[config.mk]
export PLATFORM = sky130hd
export DESIGN_NAME = tcrp_timer
export DESIGN_NICKNAME = d
export VERILOG_FILES = /design/src/tcrp_pkg.sv /design/src/tcrp_edge_detect.sv /design/src/tcrp_prescaler.sv /design/src/tcrp_timer.sv
export SDC_FILE = /design/constraint.sdc
export NUM_CORES = 1
export LEC_CHECK = 0
export BUFFER_PORTS_ARGS = -buffer_cell sky130_fd_sc_hd__buf_2
export CAP_MARGIN = 10
export CORE_MARGIN = 2
export CORE_UTILIZATION = 66
export CTS_CLUSTER_DIAMETER = 40
export CTS_CLUSTER_SIZE = 12
export DETAILED_ROUTE_END_ITERATION = 8
export GPL_TIMING_DRIVEN = 0
export PLACE_DENSITY = 0.95
export SKIP_CTS_REPAIR_TIMING = 1
export SLEW_MARGIN = 5
export SYNTH_ARGS = -nofsm -noshare
export SYNTH_HDL_FRONTEND = slang
export SYNTH_SLANG_ARGS = --single-unit
[constraint.sdc]
create_clock -name SYS_CLK -period 5.9 [get_ports SYS_CLK]
set_input_delay 0.59 -clock SYS_CLK [delete_from_list [all_inputs] [get_ports SYS_CLK]]
set_output_delay 0.59 -clock SYS_CLK [all_outputs]
set_load 0.005 [all_outputs]
[src/tcrp_pkg.sv]
package tcrp_pkg;

    // ------------------------------------------------------------
    // register offsets
    // ------------------------------------------------------------
    localparam logic [3:0] OFF_COUNT_HI = 4'h0;   // count high byte
    localparam logic [3:0] OFF_COUNT_LO = 4'h1;   // count low byte
    localparam logic [3:0] OFF_RELOAD_HI = 4'h2;  // reload high byte
    localparam logic [3:0] OFF_RELOAD_LO = 4'h3;  // reload low byte
    localparam logic [3:0] OFF_DUTY_HI = 4'h4;    // duty/capture high byte
    localparam logic [3:0] OFF_DUTY_LO = 4'h5;    // duty/capture low byte
    localparam logic [3:0] OFF_CTL_ZERO = 4'h6;   // timer_control_zero
    localparam logic [3:0] OFF_CTL_ONE = 4'h7;    // timer_control_one
    localparam logic [3:0] OFF_CTL_TWO = 4'h8;    // timer_control_two
    localparam logic [3:0] OFF_IRQ_STATUS = 4'h9; // sticky event status
    localparam logic [3:0] OFF_IRQ_MASK = 4'hA;   // event mask

    // ------------------------------------------------------------
    // field positions
    // ------------------------------------------------------------
    localparam int CTL0_MODE_HI = 7;      // high mode bit in control zero
    localparam int CTL0_CAPCAUSE = 0;     // capture_cause_flag
    localparam int CTL1_RUN = 7;          // timer_run_bit
    localparam int CTL1_POL = 6;          // input_edge_polarity
    localparam int CTL1_PRESCALE_EXPONENT_HI = 5;      // prescale_exponent msb
    localparam int CTL1_PRESCALE_EXPONENT_LO = 3;      // prescale_exponent lsb
    localparam int CTL2_DUTY_BUF = 5;     // duty_write_buffer_control
    localparam int CTL2_BOTH_EDGE = 4;    // both_edge_select
    localparam int CTL2_CLK_SRC = 0;      // clock_source_select
    localparam int STAT_CAPTURE = 0;      // capture event status bit
    localparam int STAT_RELOAD = 1;       // reload event status bit

    // ------------------------------------------------------------
    // reset values and counts
    // ------------------------------------------------------------
    localparam logic [7:0] CTL2_RESET = 8'h00;
    localparam logic [7:0] CTL2_WMASK = 8'h31;      // writable bits of control two
    localparam logic [15:0] COUNT_RESTART = 16'h0001;
    localparam logic [15:0] RELOAD_RESET = 16'hFFFF;
    localparam logic [7:0] PRESCALE_MAX = 8'h7F;    // 2^7 - 1

    // ------------------------------------------------------------
    // operating modes, 4-bit codes
    // ------------------------------------------------------------
    typedef enum logic [3:0] {
        TCRP_ONE_SHOT = 4'h0,
        TCRP_CONTINUOUS = 4'h1,
        TCRP_EVENT_COUNT = 4'h2,
        TCRP_PWM_SINGLE = 4'h3,
        TCRP_CAPTURE = 4'h4,
        TCRP_COMPARE = 4'h5,
        TCRP_GATED = 4'h6,
        TCRP_CAP_CMP = 4'h7,
        TCRP_PWM_DUAL = 4'h8,
        TCRP_CAP_RESTART = 4'h9,
        TCRP_CMP_COUNT = 4'hA,
        TCRP_TRIG_ONE_SHOT = 4'hB,
        TCRP_DEMOD = 4'hC
    } tcrp_mode_t;

    // run state, one-hot
    typedef enum logic [1:0] {
        TCRP_IDLE = 2'b01,
        TCRP_RUN = 2'b10
    } tcrp_state_t;

endpackage

[src/tcrp_edge_detect.sv]
`timescale 1ns/10ps
// two-stage synchroniser plus edge detector for an external pin
module tcrp_edge_detect (
    input wire logic SYS_CLK,
    input wire logic RESET_N,
    input wire logic pin,
    output logic rise,
    output logic fall
);
    logic meta;  // first stage, read only by sync
    logic sync;  // second stage
    logic prev;  // previous synchronised level

    // ------------------------------------------------------------
    // synchroniser and history
    // ------------------------------------------------------------
    always_ff @(posedge SYS_CLK or negedge RESET_N) begin
        if (!RESET_N) begin
            meta <= 1'b0;
            sync <= 1'b0;
            prev <= 1'b0;
        end else begin
            meta <= pin;
            sync <= meta;
            prev <= sync;
        end
    end

    assign rise = sync && !prev;
    assign fall = !sync && prev;
endmodule

[src/tcrp_prescaler.sv]
`timescale 1ns/10ps
// power-of-two divider producing one tick pulse per division period
module tcrp_prescaler (
    input wire logic SYS_CLK,
    input wire logic RESET_N,
    input wire logic enable,
    input wire logic [2:0] exponent,
    output logic tick
);
    logic [7:0] div_count; // free divider count
    logic [7:0] limit;     // terminal value for the exponent

    assign limit = 8'((9'h001 << exponent) - 9'h001);

    // ------------------------------------------------------------
    // divider, held in initial state while disabled
    // ------------------------------------------------------------
    always_ff @(posedge SYS_CLK or negedge RESET_N) begin
        if (!RESET_N) begin
            div_count <= 8'h00;
        end else if (!enable) begin
            div_count <= 8'h00; // realign on every restart
        end else if (div_count >= limit) begin
            div_count <= 8'h00;
        end else begin
            div_count <= div_count + 8'h01;
        end
    end

    // tick when the period closes, divide by 2^exponent
    assign tick = enable && (div_count >= limit);
endmodule

[src/tcrp_timer.sv]
// Our own choices: the placing of the registers and the address-and-strobe port.
`timescale 1ns/10ps
// Overview of operation
// capture edge copies count into duty registers
// polarity bit picks rising or falling edge
// capture interrupts, restarts count at 0001H
// capture sets capture-cause flag
// count to reload, interrupt, restart 0001H
// reload clears capture-cause flag
// prescaler divides by two to exponent
// prescaler reset while timer disabled
// mode is high bit plus three bits
// low mode codes decode one-shot through capture-compare
// high mode codes decode dual pwm through demodulation
// code 0011 is single-output pwm
// control two: clock source, both-edge select, duty buffer control, resets zero
// duty writes buffered while running, update bit 0
// demodulation both-edge bit uses any edge
module tcrp_timer (
    input wire logic SYS_CLK,
    input wire logic RESET_N,
    input wire logic TIMER_IN,
    input wire logic [3:0] ADDR,
    input wire logic [7:0] WDATA,
    input wire logic WR,
    input wire logic RD,
    output logic [7:0] RDATA,
    output logic IRQ,
    output logic [3:0] MODE,
    output logic CLOCK_SOURCE
);
    // ------------------------------------------------------------
    // registers and internal signals
    // ------------------------------------------------------------
    logic [15:0] count;          // running count
    logic [15:0] reload;         // reload value
    logic [15:0] duty;           // duty / capture value
    logic [15:0] duty_pending;   // buffered duty write
    logic [1:0] duty_pend_flag;  // pending bytes: [1] high, [0] low
    logic [7:0] ctl_zero;        // timer_control_zero
    logic [7:0] ctl_one;         // timer_control_one
    logic [7:0] ctl_two;         // timer_control_two
    logic [1:0] irq_status;      // sticky events
    logic [1:0] irq_mask;        // event mask
    tcrp_pkg::tcrp_state_t state;        // run state
    tcrp_pkg::tcrp_mode_t timer_mode_select; // decoded mode
    logic run_bit;               // timer_run_bit
    logic tick;                  // prescaled clock tick
    logic in_rise;               // synchronised rising edge
    logic in_fall;               // synchronised falling edge
    logic capture_edge;          // selected capture edge
    logic capture_event;         // capture in capture-restart or demodulation mode
    logic reload_event;          // count reached reload
    logic restart_event;         // any restart to 0001H
    logic buffer_duty;           // duty writes are buffered
    logic wr_duty_hi;            // write to duty high
    logic wr_duty_lo;            // write to duty low
    logic [1:0] next_status;     // status after events and read clear
    logic mode_is_capture;       // any mode that captures on edges

    assign run_bit = ctl_one[tcrp_pkg::CTL1_RUN];

    // ------------------------------------------------------------
    // mode decode
    // ------------------------------------------------------------
    // four-bit mode from control zero high bit and control one low bits
    always_comb begin
        case ({ctl_zero[tcrp_pkg::CTL0_MODE_HI], ctl_one[2:0]})
            4'h0: timer_mode_select = tcrp_pkg::TCRP_ONE_SHOT;
            4'h1: timer_mode_select = tcrp_pkg::TCRP_CONTINUOUS;
            4'h2: timer_mode_select = tcrp_pkg::TCRP_EVENT_COUNT;
            4'h3: timer_mode_select = tcrp_pkg::TCRP_PWM_SINGLE;
            4'h4: timer_mode_select = tcrp_pkg::TCRP_CAPTURE;
            4'h5: timer_mode_select = tcrp_pkg::TCRP_COMPARE;
            4'h6: timer_mode_select = tcrp_pkg::TCRP_GATED;
            4'h7: timer_mode_select = tcrp_pkg::TCRP_CAP_CMP;
            4'h8: timer_mode_select = tcrp_pkg::TCRP_PWM_DUAL;
            4'h9: timer_mode_select = tcrp_pkg::TCRP_CAP_RESTART;
            4'hA: timer_mode_select = tcrp_pkg::TCRP_CMP_COUNT;
            4'hB: timer_mode_select = tcrp_pkg::TCRP_TRIG_ONE_SHOT;
            4'hC: timer_mode_select = tcrp_pkg::TCRP_DEMOD;
            default: timer_mode_select = tcrp_pkg::TCRP_ONE_SHOT;    // unused codes
        endcase
    end

    // ------------------------------------------------------------
    // submodules
    // ------------------------------------------------------------
    tcrp_prescaler u_prescaler (
        .SYS_CLK(SYS_CLK),
        .RESET_N(RESET_N),
        .enable(run_bit),
        .exponent(ctl_one[tcrp_pkg::CTL1_PRESCALE_EXPONENT_HI:tcrp_pkg::CTL1_PRESCALE_EXPONENT_LO]),
        .tick(tick)
    );

    tcrp_edge_detect u_edge (
        .SYS_CLK(SYS_CLK),
        .RESET_N(RESET_N),
        .pin(TIMER_IN),
        .rise(in_rise),
        .fall(in_fall)
    );

    // ------------------------------------------------------------
    // event decode
    // ------------------------------------------------------------
    // edge choice: polarity bit, or both edges in demodulation with both-edge select set
    always_comb begin
        if (timer_mode_select == tcrp_pkg::TCRP_DEMOD && ctl_two[tcrp_pkg::CTL2_BOTH_EDGE]) begin
            capture_edge = in_rise || in_fall;
        end else if (ctl_one[tcrp_pkg::CTL1_POL]) begin
            capture_edge = in_fall;
        end else begin
            capture_edge = in_rise;
        end
    end

    assign mode_is_capture = (timer_mode_select == tcrp_pkg::TCRP_CAP_RESTART) ||
                             (timer_mode_select == tcrp_pkg::TCRP_DEMOD);
    assign capture_event = (state == tcrp_pkg::TCRP_RUN) && mode_is_capture && capture_edge;
    assign reload_event = (state == tcrp_pkg::TCRP_RUN) && tick && !capture_event && (count >= reload);
    assign restart_event = capture_event || reload_event;
    assign buffer_duty = run_bit && !ctl_two[tcrp_pkg::CTL2_DUTY_BUF];
    assign wr_duty_hi = WR && (ADDR == tcrp_pkg::OFF_DUTY_HI);
    assign wr_duty_lo = WR && (ADDR == tcrp_pkg::OFF_DUTY_LO);

    // ------------------------------------------------------------
    // run state
    // ------------------------------------------------------------
    always_ff @(posedge SYS_CLK or negedge RESET_N) begin
        if (!RESET_N) begin
            state <= tcrp_pkg::TCRP_IDLE;
        end else begin
            case (state)
                tcrp_pkg::TCRP_IDLE: begin
                    if (run_bit) begin
                        state <= tcrp_pkg::TCRP_RUN;
                    end
                end
                tcrp_pkg::TCRP_RUN: begin
                    if (!run_bit) begin
                        state <= tcrp_pkg::TCRP_IDLE;
                    end
                end
                default: state <= tcrp_pkg::TCRP_IDLE;
            endcase
        end
    end

    // ------------------------------------------------------------
    // counter
    // ------------------------------------------------------------
    always_ff @(posedge SYS_CLK or negedge RESET_N) begin
        if (!RESET_N) begin
            count <= tcrp_pkg::COUNT_RESTART;
        end else if (WR && ADDR == tcrp_pkg::OFF_COUNT_HI) begin
            count[15:8] <= WDATA;
        end else if (WR && ADDR == tcrp_pkg::OFF_COUNT_LO) begin
            count[7:0] <= WDATA;
        end else if (restart_event) begin
            count <= tcrp_pkg::COUNT_RESTART;
        end else if (state == tcrp_pkg::TCRP_RUN && tick) begin
            count <= count + 16'h0001; // keep counting
        end
    end

    // ------------------------------------------------------------
    // reload register
    // ------------------------------------------------------------
    always_ff @(posedge SYS_CLK or negedge RESET_N) begin
        if (!RESET_N) begin
            reload <= tcrp_pkg::RELOAD_RESET;
        end else if (WR && ADDR == tcrp_pkg::OFF_RELOAD_HI) begin
            reload[15:8] <= WDATA;
        end else if (WR && ADDR == tcrp_pkg::OFF_RELOAD_LO) begin
            reload[7:0] <= WDATA;
        end
    end

    // ------------------------------------------------------------
    // duty / capture register with write buffer
    // ------------------------------------------------------------
    always_ff @(posedge SYS_CLK or negedge RESET_N) begin
        if (!RESET_N) begin
            duty <= 16'h0000;
        end else if (capture_event) begin
            duty <= count;
        end else begin
            if (wr_duty_hi && !buffer_duty) begin
                duty[15:8] <= WDATA; // direct write
            end else if (reload_event && duty_pend_flag[1]) begin
                duty[15:8] <= duty_pending[15:8]; // apply at reload
            end
            if (wr_duty_lo && !buffer_duty) begin
                duty[7:0] <= WDATA; // direct write
            end else if (reload_event && duty_pend_flag[0]) begin
                duty[7:0] <= duty_pending[7:0]; // apply at reload
            end
        end
    end

    // pending buffer, filled while running with update bit low
    always_ff @(posedge SYS_CLK or negedge RESET_N) begin
        if (!RESET_N) begin
            duty_pending <= 16'h0000;
            duty_pend_flag <= 2'b00;
        end else begin
            if (wr_duty_hi && buffer_duty) begin
                duty_pending[15:8] <= WDATA;
                duty_pend_flag[1] <= 1'b1;
            end else if (restart_event || wr_duty_hi) begin
                duty_pend_flag[1] <= 1'b0;
            end
            if (wr_duty_lo && buffer_duty) begin
                duty_pending[7:0] <= WDATA;
                duty_pend_flag[0] <= 1'b1;
            end else if (restart_event || wr_duty_lo) begin
                duty_pend_flag[0] <= 1'b0;
            end
        end
    end

    // ------------------------------------------------------------
    // control registers
    // ------------------------------------------------------------
    // control zero: mode high bit writable, cause flag set by hardware
    always_ff @(posedge SYS_CLK or negedge RESET_N) begin
        if (!RESET_N) begin
            ctl_zero <= 8'h00;
        end else begin
            if (WR && ADDR == tcrp_pkg::OFF_CTL_ZERO) begin
                ctl_zero[7:1] <= WDATA[7:1];
            end
            if (capture_event) begin
                ctl_zero[tcrp_pkg::CTL0_CAPCAUSE] <= 1'b1;
            end else if (reload_event) begin
                ctl_zero[tcrp_pkg::CTL0_CAPCAUSE] <= 1'b0;
            end
        end
    end

    // control one: run, polarity, prescale, low mode bits
    always_ff @(posedge SYS_CLK or negedge RESET_N) begin
        if (!RESET_N) begin
            ctl_one <= 8'h00;
        end else if (WR && ADDR == tcrp_pkg::OFF_CTL_ONE) begin
            ctl_one <= WDATA;
        end
    end

    // control two: reserved bits held at zero
    always_ff @(posedge SYS_CLK or negedge RESET_N) begin
        if (!RESET_N) begin
            ctl_two <= tcrp_pkg::CTL2_RESET;
        end else if (WR && ADDR == tcrp_pkg::OFF_CTL_TWO) begin
            ctl_two <= WDATA & tcrp_pkg::CTL2_WMASK;
        end
    end

    // ------------------------------------------------------------
    // interrupt status and mask
    // ------------------------------------------------------------
    // read clears, a same-cycle event wins
    always_comb begin
        next_status = irq_status;
        if (RD && ADDR == tcrp_pkg::OFF_IRQ_STATUS) begin
            next_status = 2'b00;
        end
        if (capture_event) begin
            next_status[tcrp_pkg::STAT_CAPTURE] = 1'b1;
        end
        if (reload_event) begin
            next_status[tcrp_pkg::STAT_RELOAD] = 1'b1;
        end
    end

    always_ff @(posedge SYS_CLK or negedge RESET_N) begin
        if (!RESET_N) begin
            irq_status <= 2'b00;
        end else begin
            irq_status <= next_status;
        end
    end

    always_ff @(posedge SYS_CLK or negedge RESET_N) begin
        if (!RESET_N) begin
            irq_mask <= 2'b00;
        end else if (WR && ADDR == tcrp_pkg::OFF_IRQ_MASK) begin
            irq_mask <= WDATA[1:0];
        end
    end

    always_ff @(posedge SYS_CLK or negedge RESET_N) begin
        if (!RESET_N) begin
            IRQ <= 1'b0;
        end else begin
            IRQ <= |(next_status & irq_mask);
        end
    end

    // ------------------------------------------------------------
    // read port and status outputs
    // ------------------------------------------------------------
    always_ff @(posedge SYS_CLK or negedge RESET_N) begin
        if (!RESET_N) begin
            RDATA <= 8'h00;
        end else if (RD) begin
            case (ADDR)
                tcrp_pkg::OFF_COUNT_HI: RDATA <= count[15:8];
                tcrp_pkg::OFF_COUNT_LO: RDATA <= count[7:0];
                tcrp_pkg::OFF_RELOAD_HI: RDATA <= reload[15:8];
                tcrp_pkg::OFF_RELOAD_LO: RDATA <= reload[7:0];
                tcrp_pkg::OFF_DUTY_HI: RDATA <= duty[15:8];
                tcrp_pkg::OFF_DUTY_LO: RDATA <= duty[7:0];
                tcrp_pkg::OFF_CTL_ZERO: RDATA <= ctl_zero;
                tcrp_pkg::OFF_CTL_ONE: RDATA <= ctl_one;
                tcrp_pkg::OFF_CTL_TWO: RDATA <= ctl_two;
                tcrp_pkg::OFF_IRQ_STATUS: RDATA <= {6'h00, irq_status};
                tcrp_pkg::OFF_IRQ_MASK: RDATA <= {6'h00, irq_mask};
                default: RDATA <= 8'h00; // unmapped
            endcase
        end else begin
            RDATA <= 8'h00;
        end
    end

    always_ff @(posedge SYS_CLK or negedge RESET_N) begin
        if (!RESET_N) begin
            MODE <= 4'h0;
            CLOCK_SOURCE <= 1'b0;
        end else begin
            MODE <= timer_mode_select;
            CLOCK_SOURCE <= ctl_two[tcrp_pkg::CTL2_CLK_SRC];
        end
    end
endmodule

==> results.md <==
* I/O Buffers at 24
* Vias/cell at 6.83
* Hold Path Stages at 1
* Hold Path Class: input pin to register
* Yosys top cell by area: dfrtp_1
* DRT iter0 DRCs at 590
* FF-to-FF setup slack at about 2.8 ns
* Chip Width at 102 um
* Vias post-DR at 5498
* Fmax achieved at 0.326 GHz
* DRT Wirelength at roughly 18 mm
* Clock transition at path regs at around 0.06 ns
* Worst-path maximum fanout at 10
* Critical Path, Cell by Cell: or3_1, ha_1, nand2b_1, a211oi_1, o21bai_1, a41o_1, buf_4, o31ai_4, buf_2, a21oi_1, o22ai_1
* Cell Area, Synth at 6360 um^2
* Estimated wirelength of the detail-placed design at between 10 and 15 mm
* Most frequent cells in the layout: 98 x dfrtp_1, 53 x nand2_1, 45 x mux2_2
* Top cell type's share of synthesized area at between 30% and 40%
* Die span in y at 102 um
* Overflow after GRT at 0
* DRT Pass-1 Iters at 6
* Top Ports at 31
* Die area at 10400 um^2
* WL/cell at 22.9 um
* Final setup TNS at 0 ns
* Post-Syn Area per Cell at around 10 um^2
* GP Congestion at 1.01
* R2r endpoint: count[15]
* Tmin final at 3.06 ns
* Worst skew pair latency at 0.54 ns
* Hold Vio Cnt, Final at 0
* Synth-to-Final Area Change at 14.3%
* Req. time, crit path at 6.36 ns
* Core area at 9280 um^2
* # clock sinks at 116
* Reg-to-reg startpoint: ctl_one[4]
* Most common cell after layout, fill and taps aside: dfrtp_1
* Slew @ Worst Pin at 0.876 ns
* GR peak layer: met2
* H-tree depth at 4
* CTS tree: yes
* Overall power at 2.68 mW
* CP Launch Type: register
* Met1 usage at 48.7%
* Synth warn at 0
* CP Class: register to register
* Clock root cell: clkbuf_8
* Share of flip-flops with an asynchronous set or reset at 100%
* Antenna violations before repair at 0
* DP Worst Slack at 2.89 ns
* P per Cell Area at 369 nW/um^2
* Syn Nets at 663
* DRT antenna net count at 0
* Vias in the first global route at 5382
* Register area share after synthesis at 46.0%
* #FFs+latches synth at 116
* Final setup violating endpoints at 0
* Worst reg-to-reg path cell count at 11
* Post-synth top flop: dfrtp_1
* Largest net degree at the start of global routing at 75
* Nets at 708
* Slew Limit Headroom at 41.6%
* Top post-synthesis cells by area: dfrtp_1 39%, mux2_2 8.0%, dfstp_2 7.4%
* Post-synth EDFFs at 0
* Post-Place Cells at 772
* Maximum clock path buffer count at 2
* Layout cells sized above 1 at roughly 22%
* Critical hold path startpoint: TIMER_IN
* # fillers at 596
* Final period util at 51.9%
* First-pass GRT wire length at 29.4 mm
* GR Util met3 at 11.1%
* Worst setup margin at 2.84 ns
* Finished Layout Cells at roughly 810
* Synth Instances at 618
* Grt met2 use at 60.3%
* CP Capture Type: register
* Hold Path End: u_edge.meta
* Status: complete, no violations
* RSZ-0062 raised after global routing: false
* CP max stage cell: dfrtp_1
* Max-cap violations at 0
* Initial core utilization at 68.5%
* Total GRT Usage at between 30% and 40%
* CP max stage delay at around 0.49 ns
* Crit path DAT at about 3.5 ns
* # DRC at 0
* Worst clock skew at 0.00915 ns
* Antenna cells at 0
* Worst VDD drop at about 0.23 mV
* # rows at 35
* TritonCTS buffer count at 17
* Max Slew Vio Count at 0
* Synth unique cells at 60
* Leakage at between 3 and 4 nW
## power by group
part / switching [mW] / internal (mW)
clock network: 0.362 / 0.653
registers: 0.176 / 0.983
logic: 0.271 / 0.238
## synth_stat cells (4+ instances only)
master	n
and3_1	11
nand3_1	21
nor3b_1	4
mux4_2	4
dfrtp_1	98
ha_1	28
o22ai_1	16
nand2b_1	5
mux2_2	45
mux2i_1	10
o21ai_0	26
dfstp_2	18
buf_2	7
clkbuf_1	24
a2bb2oi_1	14
a22oi_1	14
xor2_1	7
a21boi_0	4
nand4_1	6
inv_1	41
nor2_1	34
nor2b_1	5
nand2_1	53
and2_1	4
nor3_1	10
a221oi_1	7
o221ai_1	14
a21oi_1	33
a32oi_1	9
## kinds of logic after synthesis
logic type	after synthesis	synth area share, %
buf+inv	76	4.94
mux	59	11.0
compound gates	161	18.3
flops	116	46.0
xor+xnor	8	1.10
other cells	1	0.0589
simple gates	169	13.2
fa+ha+maj	28	5.51
## how the worst max path moves through the flow
stage                           from  slack (ns)  cells after the start        end
final                     ctl_one[4]        2.84                     11  count[15]
after global routing      ctl_one[4]        2.68                     11  count[15]
after global placement    ctl_one[4]        2.93                     11  count[15]
after floorplan           ctl_one[4]        3.23                     11  count[15]
after detailed placement  ctl_one[4]        2.89                     11  count[15]
after CTS                 ctl_one[4]        2.87                     11  count[15]
## worst max-delay path: cells and delay by family, from the launching register on
family	cells	cell delay, ns
AO/OA/AOI/OAI	6	1.19
AND/OR/NAND/NOR	2	0.54
buffers and inverters	2	0.50
flip-flops	1	0.49
adder cells (fa/ha/maj)	1	0.27
## routing by layer
metal,routed length [um],part of all wire (%),vias up
met3,1960,11,87
li1,-,-,2349
met5,0,0,-
met2,8780,48,364
met4,884,4.8,0
met1,6820,37,2698
## stage by stage
stage          hold WS, ns  utilization (%)  cell area [um^2]
2_1_floorplan        0.294                -              6360
3_3_place_gp         0.333             71.6              6640
3_5_place_dp         0.341             71.9              6680
4_1_cts            -0.0435             78.2              7260
5_1_grt              0.158             78.4              7270
6_report             0.163             78.4              7270
## flip-flops by register name (all words and copies together) (netlist names), 8 cells and up
signal / count
RDATA: 8
count: 16
ctl_one: 8
ctl_zero: 8
duty: 16
duty_pending: 16
reload: 16
u_prescaler.div_count: 8
## area by class of cell
class                      instances  area (um^2)  area share [%]
clock inverter                     9          100            1.38
multi-input combinational        426         3120            42.9
tap                              129          161            2.22
sequential                       116         2930            40.2
inverter                          41          154            2.12
buffer                            35          160            2.20
clock buffer                      23          487            6.69
timing repair buffer              26          164            2.25
(Power assumes the default switching activity.)
